<file path="src/core/fic_pkg.sv">
package fic_pkg;

   // ---------------------------------------------------------------
   // register map of the control slice
   // ---------------------------------------------------------------
   localparam logic [8:0] FIC_OFS_ALARM2   = 9'h00D;
   localparam logic [8:0] FIC_OFS_ERROR    = 9'h00E;
   localparam logic [8:0] FIC_OFS_CNT_OVF  = 9'h00F;
   localparam logic [8:0] FIC_OFS_TIMER    = 9'h010;
   localparam logic [8:0] FIC_OFS_DLINK1   = 9'h011;
   localparam logic [8:0] FIC_OFS_DLINK2   = 9'h012;
   localparam logic [8:0] FIC_OFS_PATTERN  = 9'h013;
   localparam logic [8:0] FIC_OFS_LOOP     = 9'h014;
   localparam logic [8:0] FIC_OFS_SLOT     = 9'h015;
   localparam int         FIC_NREG         = 9;
   localparam int         FIC_NIRQ         = 7;
   localparam logic [7:0] FIC_REG_RST      = 8'h00;
   localparam logic [7:0] FIC_RD_UNMAPPED  = 8'h00;

   // writable bits per register, reserved bits read zero
   localparam logic [FIC_NREG-1:0][7:0] FIC_WMASK = {
      8'hFF, 8'h0E, 8'h3F, 8'hFF, 8'hFF, 8'hFF, 8'hFF, 8'hCF, 8'hEB};

   // ---------------------------------------------------------------
   // field positions
   // ---------------------------------------------------------------
   localparam int FIC_LOOP_PAYLOAD = 3;
   localparam int FIC_LOOP_LINE    = 2;
   localparam int FIC_LOOP_FRAMER  = 1;
   localparam int FIC_EXT_EN       = 7;
   localparam int FIC_EXT_ODD      = 6;
   localparam int FIC_EXT_EVEN     = 5;
   localparam int FIC_TS_MSB       = 4;
   localparam logic [4:0] FIC_TS_FBITS = 5'h00;
   localparam int FIC_SYNC_STAGES  = 3;

   // ---------------------------------------------------------------
   // carriers
   // ---------------------------------------------------------------
   typedef struct packed {
      logic pos;
      logic neg;
   } fic_rail_s;

   typedef struct packed {
      logic [4:0] frame;   // frame number within multiframe
      logic [4:0] slot;    // time slot (channel number in T1)
      logic [2:0] bitn;    // bit within slot, 0 = first sent
      logic       fbit;    // T1 framing bit time
   } fic_pos_s;

   // ---------------------------------------------------------------
   // functions
   // ---------------------------------------------------------------
   // true when the position falls on a selected external link bit
   function automatic logic ext_hit(
      input logic [7:0] sel,
      input logic       t1,
      input fic_pos_s   p,
      input logic [7:0] mask);
      logic par_ok;
      par_ok = p.frame[0] ? sel[FIC_EXT_ODD] : sel[FIC_EXT_EVEN];
      ext_hit = 1'b0;
      if (!sel[FIC_EXT_EN])
         ext_hit = 1'b0;
      else if (t1 && sel[FIC_TS_MSB:0] == FIC_TS_FBITS)
         ext_hit = p.fbit;
      else if (p.fbit)
         ext_hit = 1'b0;
      else
         ext_hit = par_ok && p.slot == sel[FIC_TS_MSB:0]
                   && mask[p.bitn];
   endfunction : ext_hit

   // write value with reserved bits forced low
   function automatic logic [7:0] masked(
      input int         ix,
      input logic [7:0] v);
      masked = v & FIC_WMASK[ix];
   endfunction : masked

endpackage : fic_pkg

</file>
<file path="src/core/fic_frame_mem.sv">
`timescale 1ns/100ps
// one-bit-wide frame store for the payload loop path
module fic_frame_mem
   import fic_pkg::*;
#(
   parameter int AW = 8
)(
   input  wire logic          mclk,
   input  wire logic          arst_n,
   input  wire logic          wr_en,
   input  wire logic [AW-1:0] wr_addr,
   input  wire logic          wr_data,
   input  wire logic [AW-1:0] rd_addr,
   output      logic          rd_data
);

   typedef struct packed {
      logic [(1<<AW)-1:0] mem;
      logic               rd;
   } fic_mem_s;

   fic_mem_s r;
   fic_mem_s next_r;

   // write when wr_en is set, registered read every cycle
   always_comb
   begin
      next_r = r;
      if (wr_en)
      begin
         next_r.mem[wr_addr] = wr_data;
      end
      next_r.rd = r.mem[rd_addr];
   end

   always_ff @(posedge mclk or negedge arst_n)
   begin
      if (!arst_n)
         r <= '0;
      else
         r <= next_r;
   end

   assign rd_data = r.rd;

endmodule : fic_frame_mem

</file>
<file path="src/core/fic_ctrl.sv">
// Operation
// - enable bit gates source onto summary flag
// - counter saturates, or wraps and flags
// - latch on low read, clear on high
// - payload loop sends received payload, same slot
// - overhead source and tx timing unchanged
// - async clocks slip silently in loop
// - forced idle overrides payload loop
// - line loop sends rx rails to tx
// - line and framer loops together
// - framer loop feeds encoder to decoder
// - link enable gates insertion and clocks
// - frame select none, even, odd, all
// - frame parity counted per line mode
// - slot field picks slot or F bits
// - F bit slot ignores frame parity
// - rx link data carries whole stream
// - bit mask picks pulsed bits, LSB first
`timescale 1ns/100ps
module fic_ctrl
   import fic_pkg::*;
#(
   parameter int NCNT = 8,
   parameter int CW   = 16
)(
   input  wire logic                         mclk,
   input  wire logic                         arst_n,
   input  wire logic                         cpu_cs,
   input  wire logic                         cpu_wr,
   input  wire logic                         cpu_rd,
   input  wire logic [8:0]                   cpu_addr,
   input  wire logic [7:0]                   cpu_wdata,
   output      logic [7:0]                   cpu_rdata,
   input  wire logic [FIC_NIRQ-1:0][7:0]     irq_src,
   output      logic                         summary_irq_flag,
   input  wire logic [NCNT-1:0]              err_evt,
   input  wire logic                         one_sec,
   input  wire logic                         count_latch_mode,
   input  wire logic [$clog2(NCNT)-1:0]      cnt_sel,
   input  wire logic                         cnt_rd_lo,
   input  wire logic                         cnt_rd_hi,
   output      logic [7:0]                   cnt_rdata,
   input  wire logic                         rx_pos_rail_in,
   input  wire logic                         rx_neg_rail_in,
   input  wire fic_rail_s                    enc_rail,
   output      logic                         tx_pos_rail_out,
   output      logic                         tx_neg_rail_out,
   output      fic_rail_s                    dec_rail,
   output      logic                         rx_clk_loop_sel,
   input  wire logic                         t1_mode,
   input  wire logic                         rx_strobe,
   input  wire fic_pos_s                     rx_pos,
   input  wire logic                         rx_pl_bit,
   input  wire logic                         tx_strobe,
   input  wire fic_pos_s                     tx_pos,
   input  wire logic                         tx_pl_bit,
   input  wire logic                         tx_oh_time,
   input  wire logic                         tx_overhead_source,
   input  wire logic                         tx_fmt_oh_bit,
   input  wire logic                         tx_bus_oh_bit,
   input  wire logic                         channel_idle_force,
   input  wire logic                         idle_code_bit,
   input  wire logic [7:0]                   ext_link_bit_mask,
   input  wire logic                         ext_tx_data_in,
   output      logic                         tx_bit_out,
   output      logic                         ext_tx_clk_out,
   output      logic                         ext_rx_clk_out,
   output      logic                         ext_rx_data_out
);

   // ---------------------------------------------------------------
   // elaboration checks
   // ---------------------------------------------------------------
   if (CW < 9 || CW > 16)
      $error("counter width must be 9 to 16");
   if (NCNT < 2 || NCNT > 8)
      $error("counter count must be 2 to 8");

   localparam int LOOP_IX = int'(FIC_OFS_LOOP - FIC_OFS_ALARM2);
   localparam int SLOT_IX = int'(FIC_OFS_SLOT - FIC_OFS_ALARM2);
   localparam int OVF_IX  = int'(FIC_OFS_CNT_OVF - FIC_OFS_ALARM2);
   localparam logic [CW-1:0] CNT_ONES = '1;

   // ---------------------------------------------------------------
   // state
   // ---------------------------------------------------------------
   typedef struct packed {
      logic [FIC_NREG-1:0][7:0]  bank;
      logic [7:0]                rdata;
      logic [7:0]                cnt_rdata;
      logic [NCNT-1:0][CW-1:0]   cnt;
      logic [NCNT-1:0][CW-1:0]   lat;
      logic [2:0]                sy0;
      logic [2:0]                sy1;
      logic [2:0]                sy2;
      logic [2:0]                flt;
      logic                      irq;
      fic_rail_s                 tx_rail;
      fic_rail_s                 dec_rail;
      logic                      rx_clk_sel;
      logic                      tx_bit;
      logic                      ext_tx_clock_select;
      logic                      ext_rxclk;
      logic                      ext_rxdata;
   } fic_top_s;

   fic_top_s r;
   fic_top_s next_r;

   logic     loop_rd;
   logic     tx_hit;
   logic     rx_hit;
   logic     payload_loop_en;
   logic     line_loop_en;
   logic     framer_loop_en;
   logic     ext_link_en;
   logic [4:0] slot_index;

   // ---------------------------------------------------------------
   // decoded control bits
   // ---------------------------------------------------------------
   assign payload_loop_en = r.bank[LOOP_IX][FIC_LOOP_PAYLOAD];
   assign line_loop_en    = r.bank[LOOP_IX][FIC_LOOP_LINE];
   assign framer_loop_en  = r.bank[LOOP_IX][FIC_LOOP_FRAMER];
   assign ext_link_en     = r.bank[SLOT_IX][FIC_EXT_EN];
   assign slot_index      = r.bank[SLOT_IX][FIC_TS_MSB:0];
   assign tx_hit = ext_hit(r.bank[SLOT_IX], t1_mode, tx_pos,
                           ext_link_bit_mask);
   assign rx_hit = ext_hit(r.bank[SLOT_IX], t1_mode, rx_pos,
                           ext_link_bit_mask);

   // ---------------------------------------------------------------
   // payload loop store
   // ---------------------------------------------------------------
   // one frame of receive payload; overwrite or reread of a frame is
   // the controlled slip when rx and tx clocks drift, never reported
   fic_frame_mem #(
      .AW (8)
   ) u_frame_mem (
      .mclk    (mclk),
      .arst_n  (arst_n),
      .wr_en   (rx_strobe && !rx_pos.fbit),
      .wr_addr ({rx_pos.slot, rx_pos.bitn}),
      .wr_data (rx_pl_bit),
      .rd_addr ({tx_pos.slot, tx_pos.bitn}),
      .rd_data (loop_rd)
   );

   // ---------------------------------------------------------------
   // next state
   // ---------------------------------------------------------------
   always_comb
   begin
      logic             roll;
      logic [CW-1:0]    base;
      logic             clr;
      int               ix;
      next_r = r;
      roll   = 1'b0;
      base   = '0;
      clr    = 1'b0;
      ix     = int'(cpu_addr - FIC_OFS_ALARM2);

      // processor port, writes land one edge later
      if (cpu_cs && cpu_wr && cpu_addr >= FIC_OFS_ALARM2
          && cpu_addr <= FIC_OFS_SLOT)
      begin
         next_r.bank[ix] = masked(ix, cpu_wdata);
      end
      if (cpu_cs && cpu_rd && cpu_addr >= FIC_OFS_ALARM2
          && cpu_addr <= FIC_OFS_SLOT)
      begin
         next_r.rdata = r.bank[ix];
      end
      else if (cpu_cs && cpu_rd)
      begin
         next_r.rdata = FIC_RD_UNMAPPED;
      end

      // error counters; a count in the clearing cycle still counts
      for (int i = 0; i < NCNT; i++)
      begin
         clr  = !count_latch_mode && cnt_rd_hi
                && int'(cnt_sel) == i;
         base = clr ? '0 : r.cnt[i];
         if (err_evt[i])
         begin
            if (base == CNT_ONES && !r.bank[OVF_IX][i])
               next_r.cnt[i] = base;
            else
               next_r.cnt[i] = base + 1'b1;
            if (base == CNT_ONES && r.bank[OVF_IX][i])
               roll = 1'b1;
         end
         else
         begin
            next_r.cnt[i] = base;
         end
         if (count_latch_mode ? one_sec
             : (cnt_rd_lo && int'(cnt_sel) == i))
         begin
            next_r.lat[i] = r.cnt[i];
         end
      end
      if (cnt_rd_lo)
      begin
         next_r.cnt_rdata = count_latch_mode ? r.lat[cnt_sel][7:0]
                            : r.cnt[cnt_sel][7:0];
      end
      else if (cnt_rd_hi)
      begin
         next_r.cnt_rdata = 8'(r.lat[cnt_sel][CW-1:8]);
      end

      // summary flag: a disabled source still reaches its own status
      // elsewhere, but never this flag
      next_r.irq = roll;
      for (int k = 0; k < FIC_NIRQ; k++)
      begin
         if (|(irq_src[k] & r.bank[k]))
            next_r.irq = 1'b1;
      end

      // pin synchronisers, a change counts once stages two and three
      // agree, so a single-cycle glitch never reaches the rails
      next_r.sy0 = {ext_tx_data_in, rx_neg_rail_in, rx_pos_rail_in};
      next_r.sy1 = r.sy0;
      next_r.sy2 = r.sy1;
      for (int b = 0; b < FIC_SYNC_STAGES; b++)
      begin
         if (r.sy1[b] == r.sy2[b])
            next_r.flt[b] = r.sy2[b];
      end

      // line and framer loops are independent, both may be on
      next_r.tx_rail = line_loop_en ? fic_rail_s'({r.flt[0], r.flt[1]})
                       : enc_rail;
      next_r.dec_rail = framer_loop_en ? enc_rail
                        : fic_rail_s'({r.flt[0], r.flt[1]});
      next_r.rx_clk_sel = framer_loop_en;

      // transmit bit select; tx timing comes only from tx strobes so
      // switching the payload loop never moves frame alignment
      if (tx_strobe)
      begin
         if (tx_hit)
            next_r.tx_bit = r.flt[2];
         else if (tx_oh_time)
            next_r.tx_bit = tx_overhead_source ? tx_bus_oh_bit
                            : tx_fmt_oh_bit;
         else if (channel_idle_force)
            next_r.tx_bit = idle_code_bit;
         else if (payload_loop_en)
            next_r.tx_bit = loop_rd;
         else
            next_r.tx_bit = tx_pl_bit;
      end

      // external link clocks pulse for one cycle per selected bit
      next_r.ext_tx_clock_select = tx_strobe && tx_hit;
      next_r.ext_rxclk = rx_strobe && rx_hit;
      if (!ext_link_en || (r.bank[SLOT_IX][FIC_EXT_ODD:FIC_EXT_EVEN] == '0
          && !(t1_mode && slot_index == FIC_TS_FBITS)))
         next_r.ext_rxdata = 1'b0;
      else if (rx_strobe)
         next_r.ext_rxdata = rx_pl_bit;
   end

   // ---------------------------------------------------------------
   // registers
   // ---------------------------------------------------------------
   always_ff @(posedge mclk or negedge arst_n)
   begin
      if (!arst_n)
      begin
         r <= '0;
         r.bank <= {FIC_NREG{FIC_REG_RST}};
      end
      else
         r <= next_r;
   end

   // outputs straight from flops
   assign cpu_rdata        = r.rdata;
   assign cnt_rdata        = r.cnt_rdata;
   assign summary_irq_flag = r.irq;
   assign tx_pos_rail_out  = r.tx_rail.pos;
   assign tx_neg_rail_out  = r.tx_rail.neg;
   assign dec_rail         = r.dec_rail;
   assign rx_clk_loop_sel  = r.rx_clk_sel;
   assign tx_bit_out       = r.tx_bit;
   assign ext_tx_clk_out   = r.ext_tx_clock_select;
   assign ext_rx_clk_out   = r.ext_rxclk;
   assign ext_rx_data_out  = r.ext_rxdata;
endmodule : fic_ctrl

</file>
<file path="config.mk">
export PLATFORM = sky130hd
export DESIGN_NAME = fic_ctrl
export DESIGN_NICKNAME = d
export VERILOG_FILES = /design/src/core/fic_pkg.sv /design/src/core/fic_frame_mem.sv /design/src/core/fic_ctrl.sv
export SDC_FILE = /design/constraint.sdc
export NUM_CORES = 1
export LEC_CHECK = 0
export ABC_CLOCK_PERIOD_IN_PS = 2400
export BUFFER_PORTS_ARGS = -buffer_cell sky130_fd_sc_hd__buf_2
export CAP_MARGIN = 15
export CORE_ASPECT_RATIO = 1.25
export CORE_MARGIN = 1.5
export CORE_UTILIZATION = 40
export DETAILED_ROUTE_END_ITERATION = 6
export PLACE_DENSITY_LB_ADDON = 0.2
export SLEW_MARGIN = 10
export SYNTH_ARGS = -nofsm -noshare
export SYNTH_HDL_FRONTEND = slang
export SYNTH_SLANG_ARGS = --single-unit
</file>
<file path="constraint.sdc">
create_clock -name mclk -period 2.4 [get_ports mclk]
set_input_delay 0.24 -clock mclk [delete_from_list [all_inputs] [get_ports mclk]]
set_output_delay 0.24 -clock mclk [all_outputs]
set_load 0.01 [all_outputs]
</file>
After elaboration in Yosys (flattened, before gate mapping):

Memories as Yosys holds them, arrays and structs flattened.
Cells that the tools add are included.

* memories kept: 1
* output and inout port bits: 26
* ROM bits: 128
* input bits: 145
* register bits: 623

Memory list
* (no name shown): depth 16, bits a word 8, rd ports 1, clocked after memory_dff 0, write ports 0, line fic_pkg.sv:79 `masked = v & FIC_WMASK[ix];`

* eq/ne operators: 20
* bitwise logic cells: 8
* add/subtract/negate cells: 9
* muxes and demuxes: 98
* order comparisons: 10
* reductions and logical operators: 76

Operator list (number)
* $mux W16: 25
* $bwmux W256: 1
* $add A16 B1 Y16 const B: 8
* $eq A16 B16 Y1 const B: 8
* $bmux W16 S3: 2
* $mux W8: 11
* $bwmux W72: 1
* $and A8 B8 Y8: 8
* $reduce_or A8 Y1: 7
* $logic_and A1 B1 Y1: 50
* $mux W1: 50
* $bmux W8 S4: 1
* $demux W8 S4: 1
* $lt A8 B9 Y1 const B: 2
* $eq A3 B3 Y1 const B: 4
* $logic_not A1 Y1: 12
* $lt A3 B4 Y1 const B: 3
* $eq A5 B5 Y1: 2
* $ge A10 B1 Y1 const B: 1
* $lt A10 B6 Y1 const B: 1
* $sub A9 B4 Y10 const B: 1
* $ge A9 B4 Y1 const B: 1
* $le A9 B5 Y1 const B: 1
* $bmux W1 S8: 1
* other kinds (12): 19

Logic depth before layout (Yosys ltp):

Gate-level depths: netlist (run 1).

* depth in word-level cells: 29
* depth in mapped cells: 13
* depth with buffers taken out: 10

Cells and area by module:

Synthesis (run 1) repeated with hierarchy kept, for this count alone.

* cells, all modules: 2661
* area total of the unflattened synthesis: 31779.2 um^2

By module, submodules not included
* fic_ctrl: area each 18500.2 um^2, cells each 1527, instances 1, sequential area each 9158.8 um^2
* fic_frame_mem: area each 13279.0 um^2, cells each 1134, instances 1, sequential area each 6431.2 um^2

Least setup slack after synthesis (run 1):

No wires, ideal clock.

* path type: input-to-reg
* from: input cpu_addr[0]
* to: register r (netlist bit cpu_rdata[0])
* slack: -246 ps
* stages on the path: 11
* data arrival time: 2504 ps
* buffers on the path: 4
* data required time: 2259 ps
* path through: buf_2 buf_2 inv_1 ha_1 clkbuf_1 buf_1 mux4_2 nand2_1 a21oi_1 a21oi_1 o21ai_0

* word-level cells in the longest chain between the ends: 5

RTL lines
* from (decl): line fic_ctrl.sv:31 `input wire logic [8:0] cpu_addr,`
* $sub A9 B4 Y10: line fic_ctrl.sv:162 `ix = int'(cpu_addr - FIC_OFS_ALARM2);`
* $bmux W8 S4: line fic_ctrl.sv:173 `next_r.rdata = r.bank[ix];`
* $mux W8 (implied by the code) (2 in a row): line fic_ctrl.sv:173
* $mux W8: line fic_ctrl.sv:170 `if (cpu_cs && cpu_rd && cpu_addr >= FIC_OFS_ALARM2`
* to (signal assigned): line fic_ctrl.sv:280 `r <= next_r;`
* to (decl): line fic_ctrl.sv:107 `fic_top_s r;`

Parallel ways exist; a longest one is shown, timed or not. The select of a mux whose other input is x is not followed.
A chain may end at the register's enable or synchronous reset.

==> results.json, run 1 <==
{
  "maxCapViolations": 0,
  "ys_types": 79,
  "worstMarginPinSlew_ns": 0.7291,
  "fillers": 7126,
  "synthArstFlopShare_pct": 100.0,
  "syn_nets": 2789,
  "clkSinkCount": 623,
  "critPathSlowestCell": "or4_1",
  "io_pins": 171,
  "path_cells": "a22o_1, a221oi_1, nand4_1, or4_1, nor3_2, nand3b_1",
  "nets": 3133,
  "cp.required_ns": 2.89,
  "start_kind": "flop",
  "dieWidth_um": 254.8,
  "grt_max_degree": 93,
  "ys_seq_area_share_pct": 49.18,
  "ant_nets": 0,
  "yosys.area.top_type": "dfrtp_1",
  "grt_pass1_vias": 24250,
  "place_congestion": 0.9047,
  "io_buffers": 162,
  "worst-path-buf-inv": 0,
  "ys_ff_latch": 623,
  "grtUsageMet3_pct": 3.151,
  "via_count": 22730,
  "synth_cells": 2630,
  "min_to": "cnt_rdata[2]",
  "ys_warn_count": 0,
  "drive_gt1_share_pct": 35.72,
  "antenna_found_initial": 2,
  "synth_edf_count": 0,
  "die_h_um": 317.7,
  "critPathMaxStageDelay_ns": 0.71,
  "fin_util_pct": 48.40,
  "busiest_layer": "met2",
  "r2r_end": "summary_irq_flag",
  "relSlewSlack_pct": 50.14,
  "met2_usage_pct": 41.00,
  "grt_pass1_wl_mm": 145.2,
  "viasPerCell": 5.561,
  "power.density_mw_per_mm2": 746.6,
  "r2r_cells": 6,
  "routed_wl_mm": 93.77,
  "core-area_mm2": 0.07856,
  "area_growth_pct": 19.95,
  "start_util_pct": 40.35,
  "remaining_drc_errors": 0,
  "fin_crit_sh_pct": 95.62,
  "hold_viol_final": 0,
  "synth.most_common_cell": "dfrtp_1",
  "drv_slew": 0,
  "clk_latency_ns": 0.61,
  "drtIter0Drc": 1427,
  "synth.area.top_cells": "dfrtp_1, mux2_2, mux4_2",
  "critical_path_class": "flop to flop",
  "finClkSkew_ns": 0.01339,
  "placed_area_mm2": 0.03537,
  "dp_hpwl_mm": 68.20,
  "grt.total_usage_pct": 23.48,
  "cp_max_fo": 3,
  "dr.pass1.iters": 6,
  "finalSetupViolations": 0,
  "worstPathArrival_ns": 2.78,
  "cts_max_path_buffers": 3,
  "cts_inserted_buffers": 71,
  "hp-class": "input port to flop",
  "hp-start": "cnt_rd_hi",
  "final_cell_area_mm2": 0.03802,
  "end_kind": "flop",
  "clk_pin_slew_ns": 0.06,
  "crit_family": "simple AND/OR/NAND/NOR gates",
  "netlist_area_mm2": 0.03170,
  "synth_top_area_share_pct": 49.18,
  "status": "finished, final reports clean",
  "overflow": 0,
  "p_leak_nw": 17.28,
  "synth_common_cells": "dfrtp_1, mux2_2, nand2_1",
  "ir_drop_mv": 0.5695,
  "syn_avg_cell_area_um2": 12.05,
  "dieArea_mm2": 0.08096,
  "r2r_setup_slack_ns": 0.11,
  "rsz0062_at_grt": "no",
  "cts-root-buf": "clkbuf_16",
  "drt-wirelength-per-cell_um": 22.94,
  "whs_path_depth": 4,
  "ys.flop_type": "dfrtp_1",
  "fin_crit_ns": 2.295,
  "reg2reg_from": "r[336]",
  "num_rows": 115,
  "fmax_mhz": 435.7,
  "htreeDepth": 3,
  "cts_tree": "done",
  "use_met1_pct": 29.40
}
==> how the worst max path moves through the flow <==
stage                          start          endpoint  slack, ns  cells past startpoint
final                         r[336]  summary_irq_flag       0.11                      6
after global routing          r[343]  summary_irq_flag       0.04                      6
after CTS                     r[336]  summary_irq_flag       0.03                      6
after detailed placement  cnt_sel[1]            r[159]      -0.17                     11
after global placement     cnt_rd_hi            r[259]      -0.17                     12
after floorplan           cnt_sel[1]            r[208]      -0.08                     13
==> kinds of logic after synthesis <==
kind of cell	Yosys count	synth area share, %
xor+xnor	107	2.956
fa+ha+maj	17	0.6473
flops	623	49.18
mux	629	27.20
simple gates	852	12.60
compound gates	209	4.677
buf+inv	193	2.735
==> layout make-up <==
class                      count  area, um^2  share of cell area, %
antenna                        3       7.507                0.01974
clock buffer                 115        2238                  5.887
clock inverter                16       230.2                 0.6055
inverter                      28       105.1                 0.2764
multi-input combinational   1814       15330                  40.32
sequential                   623       15590                  41.00
tap                         1053        1318                  3.465
timing repair buffer         436        3204                  8.427
==> metal layers <==
layer | vias up | wire, um
met3 | 162 | 3767
met4 | 2 | 2975
met1 | 11840 | 38570
met2 | 536 | 48440
met5 | - | 15
li1 | 10190 | -
==> cells in the final DEF (no fill, tap or decap), types with 16 or more instances in the layout <==
master | synthesis | routed
a21oi_1 | 45 | 45
and2_1 | 25 | 24
and3_1 | 16 | 16
buf_12 | 0 | 22
buf_2 | 39 | 158
buf_4 | 25 | 238
clkbuf_1 | 88 | 20
clkbuf_16 | 0 | 76
clkbuf_8 | 0 | 19
dfrtp_1 | 623 | 623
dlygate4sd3_1 | 0 | 16
inv_1 | 28 | 28
mux2_1 | 94 | 94
mux2_2 | 365 | 365
mux2i_1 | 30 | 30
mux4_2 | 140 | 140
nand2_1 | 356 | 355
nand3_1 | 57 | 57
nand4_1 | 45 | 45
nor2_1 | 190 | 189
nor3_1 | 47 | 42
o21ai_0 | 42 | 42
o21ai_1 | 17 | 17
or3_1 | 23 | 23
xnor2_1 | 52 | 52
xor2_1 | 55 | 55
==> metrics by stage <==
stage	hold slack (ns)	total power [mW]	worst slack [ns]	TNS [ns]	instances
6_report	0.02064	28.39	0.1051	0	4088
5_1_grt	0.05639	29.59	0.03515	0	4086
4_1_cts	0.01446	28.66	0.02680	0	4086
3_5_place_dp	0.1872	17.14	-0.1687	-4.128	3938
3_3_place_gp	0.1874	16.94	-0.1651	-2.193	3938
2_1_floorplan	-0.05559	14.87	-0.08020	-0.4137	2630
==> worst min-delay path: stages <==
cell and delay (ns):
buf_2 0.17, nand2_1 0.06, o21ai_0 0.07, o21ai_1 0.06
==> sequential cells by signal (all words and copies together) (netlist names) <==
name,flops
r,330
u_frame_mem.r,256
cnt_rdata,8
cpu_rdata,8
next_r,6
dec_rail,2
ext_link_en,1
ext_rx_clk_out,1
ext_rx_data_out,1
ext_tx_clk_out,1
framer_loop_en,1
line_loop_en,1
payload_loop_en,1
rx_clk_loop_sel,1
summary_irq_flag,1
tx_bit_out,1
tx_neg_rail_out,1
tx_pos_rail_out,1
u_frame_mem.rd_data,1
==> report_power, final <==
part	total, mW	leakage (nW)	switching [mW]	internal, mW
Sequential	12.4	8.48	0.881	11.5
Combinational	4.63	7.59	2.32	2.30
Clock	11.4	1.21	4.45	6.93
Total	28.4	17.3	7.66	20.7
==> repair_timing <==
item                       CTS  global route
buffers inserted             0             0
setup endpoints to repair    0             7
hold buffers                17             0
resized for setup            0             3
hold endpoints to repair   136             0
Power figures use the tool's default switching activity.
==> inputs of run 2 (changes only) <==
==> constraint.sdc (replaced) <==
create_clock -name mclk -period 2.4 [get_ports mclk]
set_input_delay 0.48 -clock mclk [delete_from_list [all_inputs] [get_ports mclk]]
set_output_delay 0.48 -clock mclk [all_outputs]
set_load 0.01 [all_outputs]
==> results.json, run 2 (synthesized netlist as in run 1, its figures left out) <==
{
  "whs_path_depth": 2,
  "fin_util_pct": 49.16,
  "cts-root-buf": "clkbuf_16",
  "antenna_found_initial": 3,
  "drv_slew": 0,
  "wl_met1_mm": 36.99,
  "cts_inserted_buffers": 70,
  "nets": 3160,
  "power.density_mw_per_mm2": 732.7,
  "status": "finished, final reports clean",
  "hp-class": "input port to flop",
  "switching_share_pct": 27.04,
  "rsz0062_at_grt": "no",
  "drtIter0Drc": 1570,
  "io_buffers": 162,
  "dp_hpwl_mm": 69.79,
  "top_regs": "r (330), u_frame_mem.r (256)",
  "cts_max_path_buffers": 3,
  "top_layer": "met5",
  "timing.final.ws_setup_ns": 0.05504,
  "io_pins": 171,
  "whs_ns": 0.07938,
  "wl_met2_mm": 50.19,
  "power_frac_comb_pct": 16.8,
  "grt_pass1_wl_mm": 146.9,
  "core-area_mm2": 0.07856,
  "worstPathArrival_ns": 2.83,
  "dpl_worst_slack_ns": -0.3563,
  "pwr-share-clk_pct": 39.3,
  "grt_pass1_vias": 24400,
  "min_to": "tx_bit_out",
  "largest_reg_flops": 330,
  "dr.pass1.iters": 5,
  "via_count": 22820,
  "path_cells": "a22o_1, a221oi_1, nand4_1, or4_1, nor3_2, nand3b_1",
  "worstMarginPinSlew_ns": 1.037,
  "cp.required_ns": 2.88,
  "cts_tree": "done",
  "dieArea_mm2": 0.08096,
  "diodes": 0,
  "grt.total_usage_pct": 23.77,
  "clkSinkCount": 623,
  "end_kind": "flop",
  "clk_latency_ns": 0.62,
  "grt_max_degree": 84,
  "drt-wirelength-per-cell_um": 23.00,
  "finalSetupTns_ns": 0,
  "fin_crit_sh_pct": 97.71,
  "die_h_um": 317.7,
  "p_leak_nw": 17.64,
  "p_seq_share_pct": 43.9,
  "critical_path_class": "flop to flop",
  "ir_drop_mv": 0.5667,
  "finalSetupViolations": 0,
  "critPathSlowestCell": "or4_1",
  "htreeDepth": 3,
  "regMostFlops": "r",
  "hold_viol_final": 0,
  "power.total_mw": 28.30,
  "num_rows": 115,
  "critPathMaxStageDelay_ns": 0.66,
  "dr_wl_met3_mm": 3.653,
  "fillers": 7008,
  "place_congestion": 0.8786,
  "routed_wl_mm": 94.36,
  "clk_pin_slew_ns": 0.06,
  "fmax_mhz": 426.4,
  "power_switching_mw": 7.651,
  "final_common_cell": "dfrtp_1",
  "r2r_cells": 6,
  "cts_setup_buffers": 0,
  "cp_max_fo": 3,
  "start_kind": "flop",
  "hp-start": "tx_strobe",
  "r2r_end": "summary_irq_flag",
  "r2r_setup_slack_ns": 0.06,
  "maxCapViolations": 0,
  "reg2reg_from": "r[336]",
  "relSlewSlack_pct": 30.85,
  "drive_gt1_share_pct": 38.69,
  "remaining_drc_errors": 0,
  "overflow": 0,
  "dieWidth_um": 254.8,
  "area_growth_pct": 21.83,
  "power_report.internal_total_mw": 20.65,
  "fin_crit_ns": 2.345,
  "start_util_pct": 40.35,
  "finClkSkew_ns": 0.01548,
  "ant_nets": 0,
  "layout_common_cells": "dfrtp_1, mux2_2, nand2_1, buf_4, nor2_1",
  "viasPerCell": 5.562
}
[run 2: cell count changes in the layout (fill, tap and decap cells not counted), sizes merged]
cell	previous run	this run
diode	3	0
bufinv	5	7
clkbuf	115	101
buf	420	460
dlygate4sd3	16	4
inv	29	31
[run 2: worst max path at each step]
stage | start | depth (start not counted) | end
3_3_place_gp | cnt_rd_hi | 12 | r[213]
4_1_cts | r[230] | 8 | r[244]
2_1_floorplan | cnt_sel[1] | 13 | r[208]
3_5_place_dp | cnt_sel[1] | 10 | r[244]
6_report | r[336] | 6 | summary_irq_flag
5_1_grt | r[336] | 6 | summary_irq_flag
[run 2: power groups by stage]
stage               clock, mW  combinational, mW  sequential, mW
CTS                      11.4               4.79            12.4
floorplan                   0               2.80            12.3
global placement            0               4.62            12.5
detailed placement          0               4.76            12.6
global route             11.8               5.17            12.5
finish                   11.1               4.75            12.4
[run 2: final cells by class]
cell class	instances	area [um^2]	area share, %
Clock buffer	101	2071	5.362
Clock inverter	20	300.3	0.7776
Inverter	28	112.6	0.2916
Multi-Input combinational cell	1814	15650	40.53
Sequential cell	623	15590	40.37
Tap cell	1053	1318	3.412
Timing Repair Buffer	464	3572	9.250
[run 2: what timing repair did]
action,4_1_cts,5_1_grt
hold buffers,4,0
pin swaps,0,2
gates resized for setup,1,4
hold endpoints to repair,35,0
setup endpoints to repair,1,8
[run 2: per-layer routing]
layer	vias up	track usage, %
li1	10230	-
met1	11860	28.85
met2	552	42.56
met3	168	2.857
met4	2	9.218
met5	-	0
[run 2: through the flow]
step                instance area [um^2]  instances
floorplan                          32140       2630
global placement                   36190       3978
detailed placement                 36190       3978
CTS                                38600       4103
global route                       38620       4103
finish                             38620       4103
[run 2: worst max-delay path, delay by kind of cell (launching register included)]
family          cells  cell delay (ns)
simple gates        4             1.23
compound gates      2             0.57
flops               1             0.41
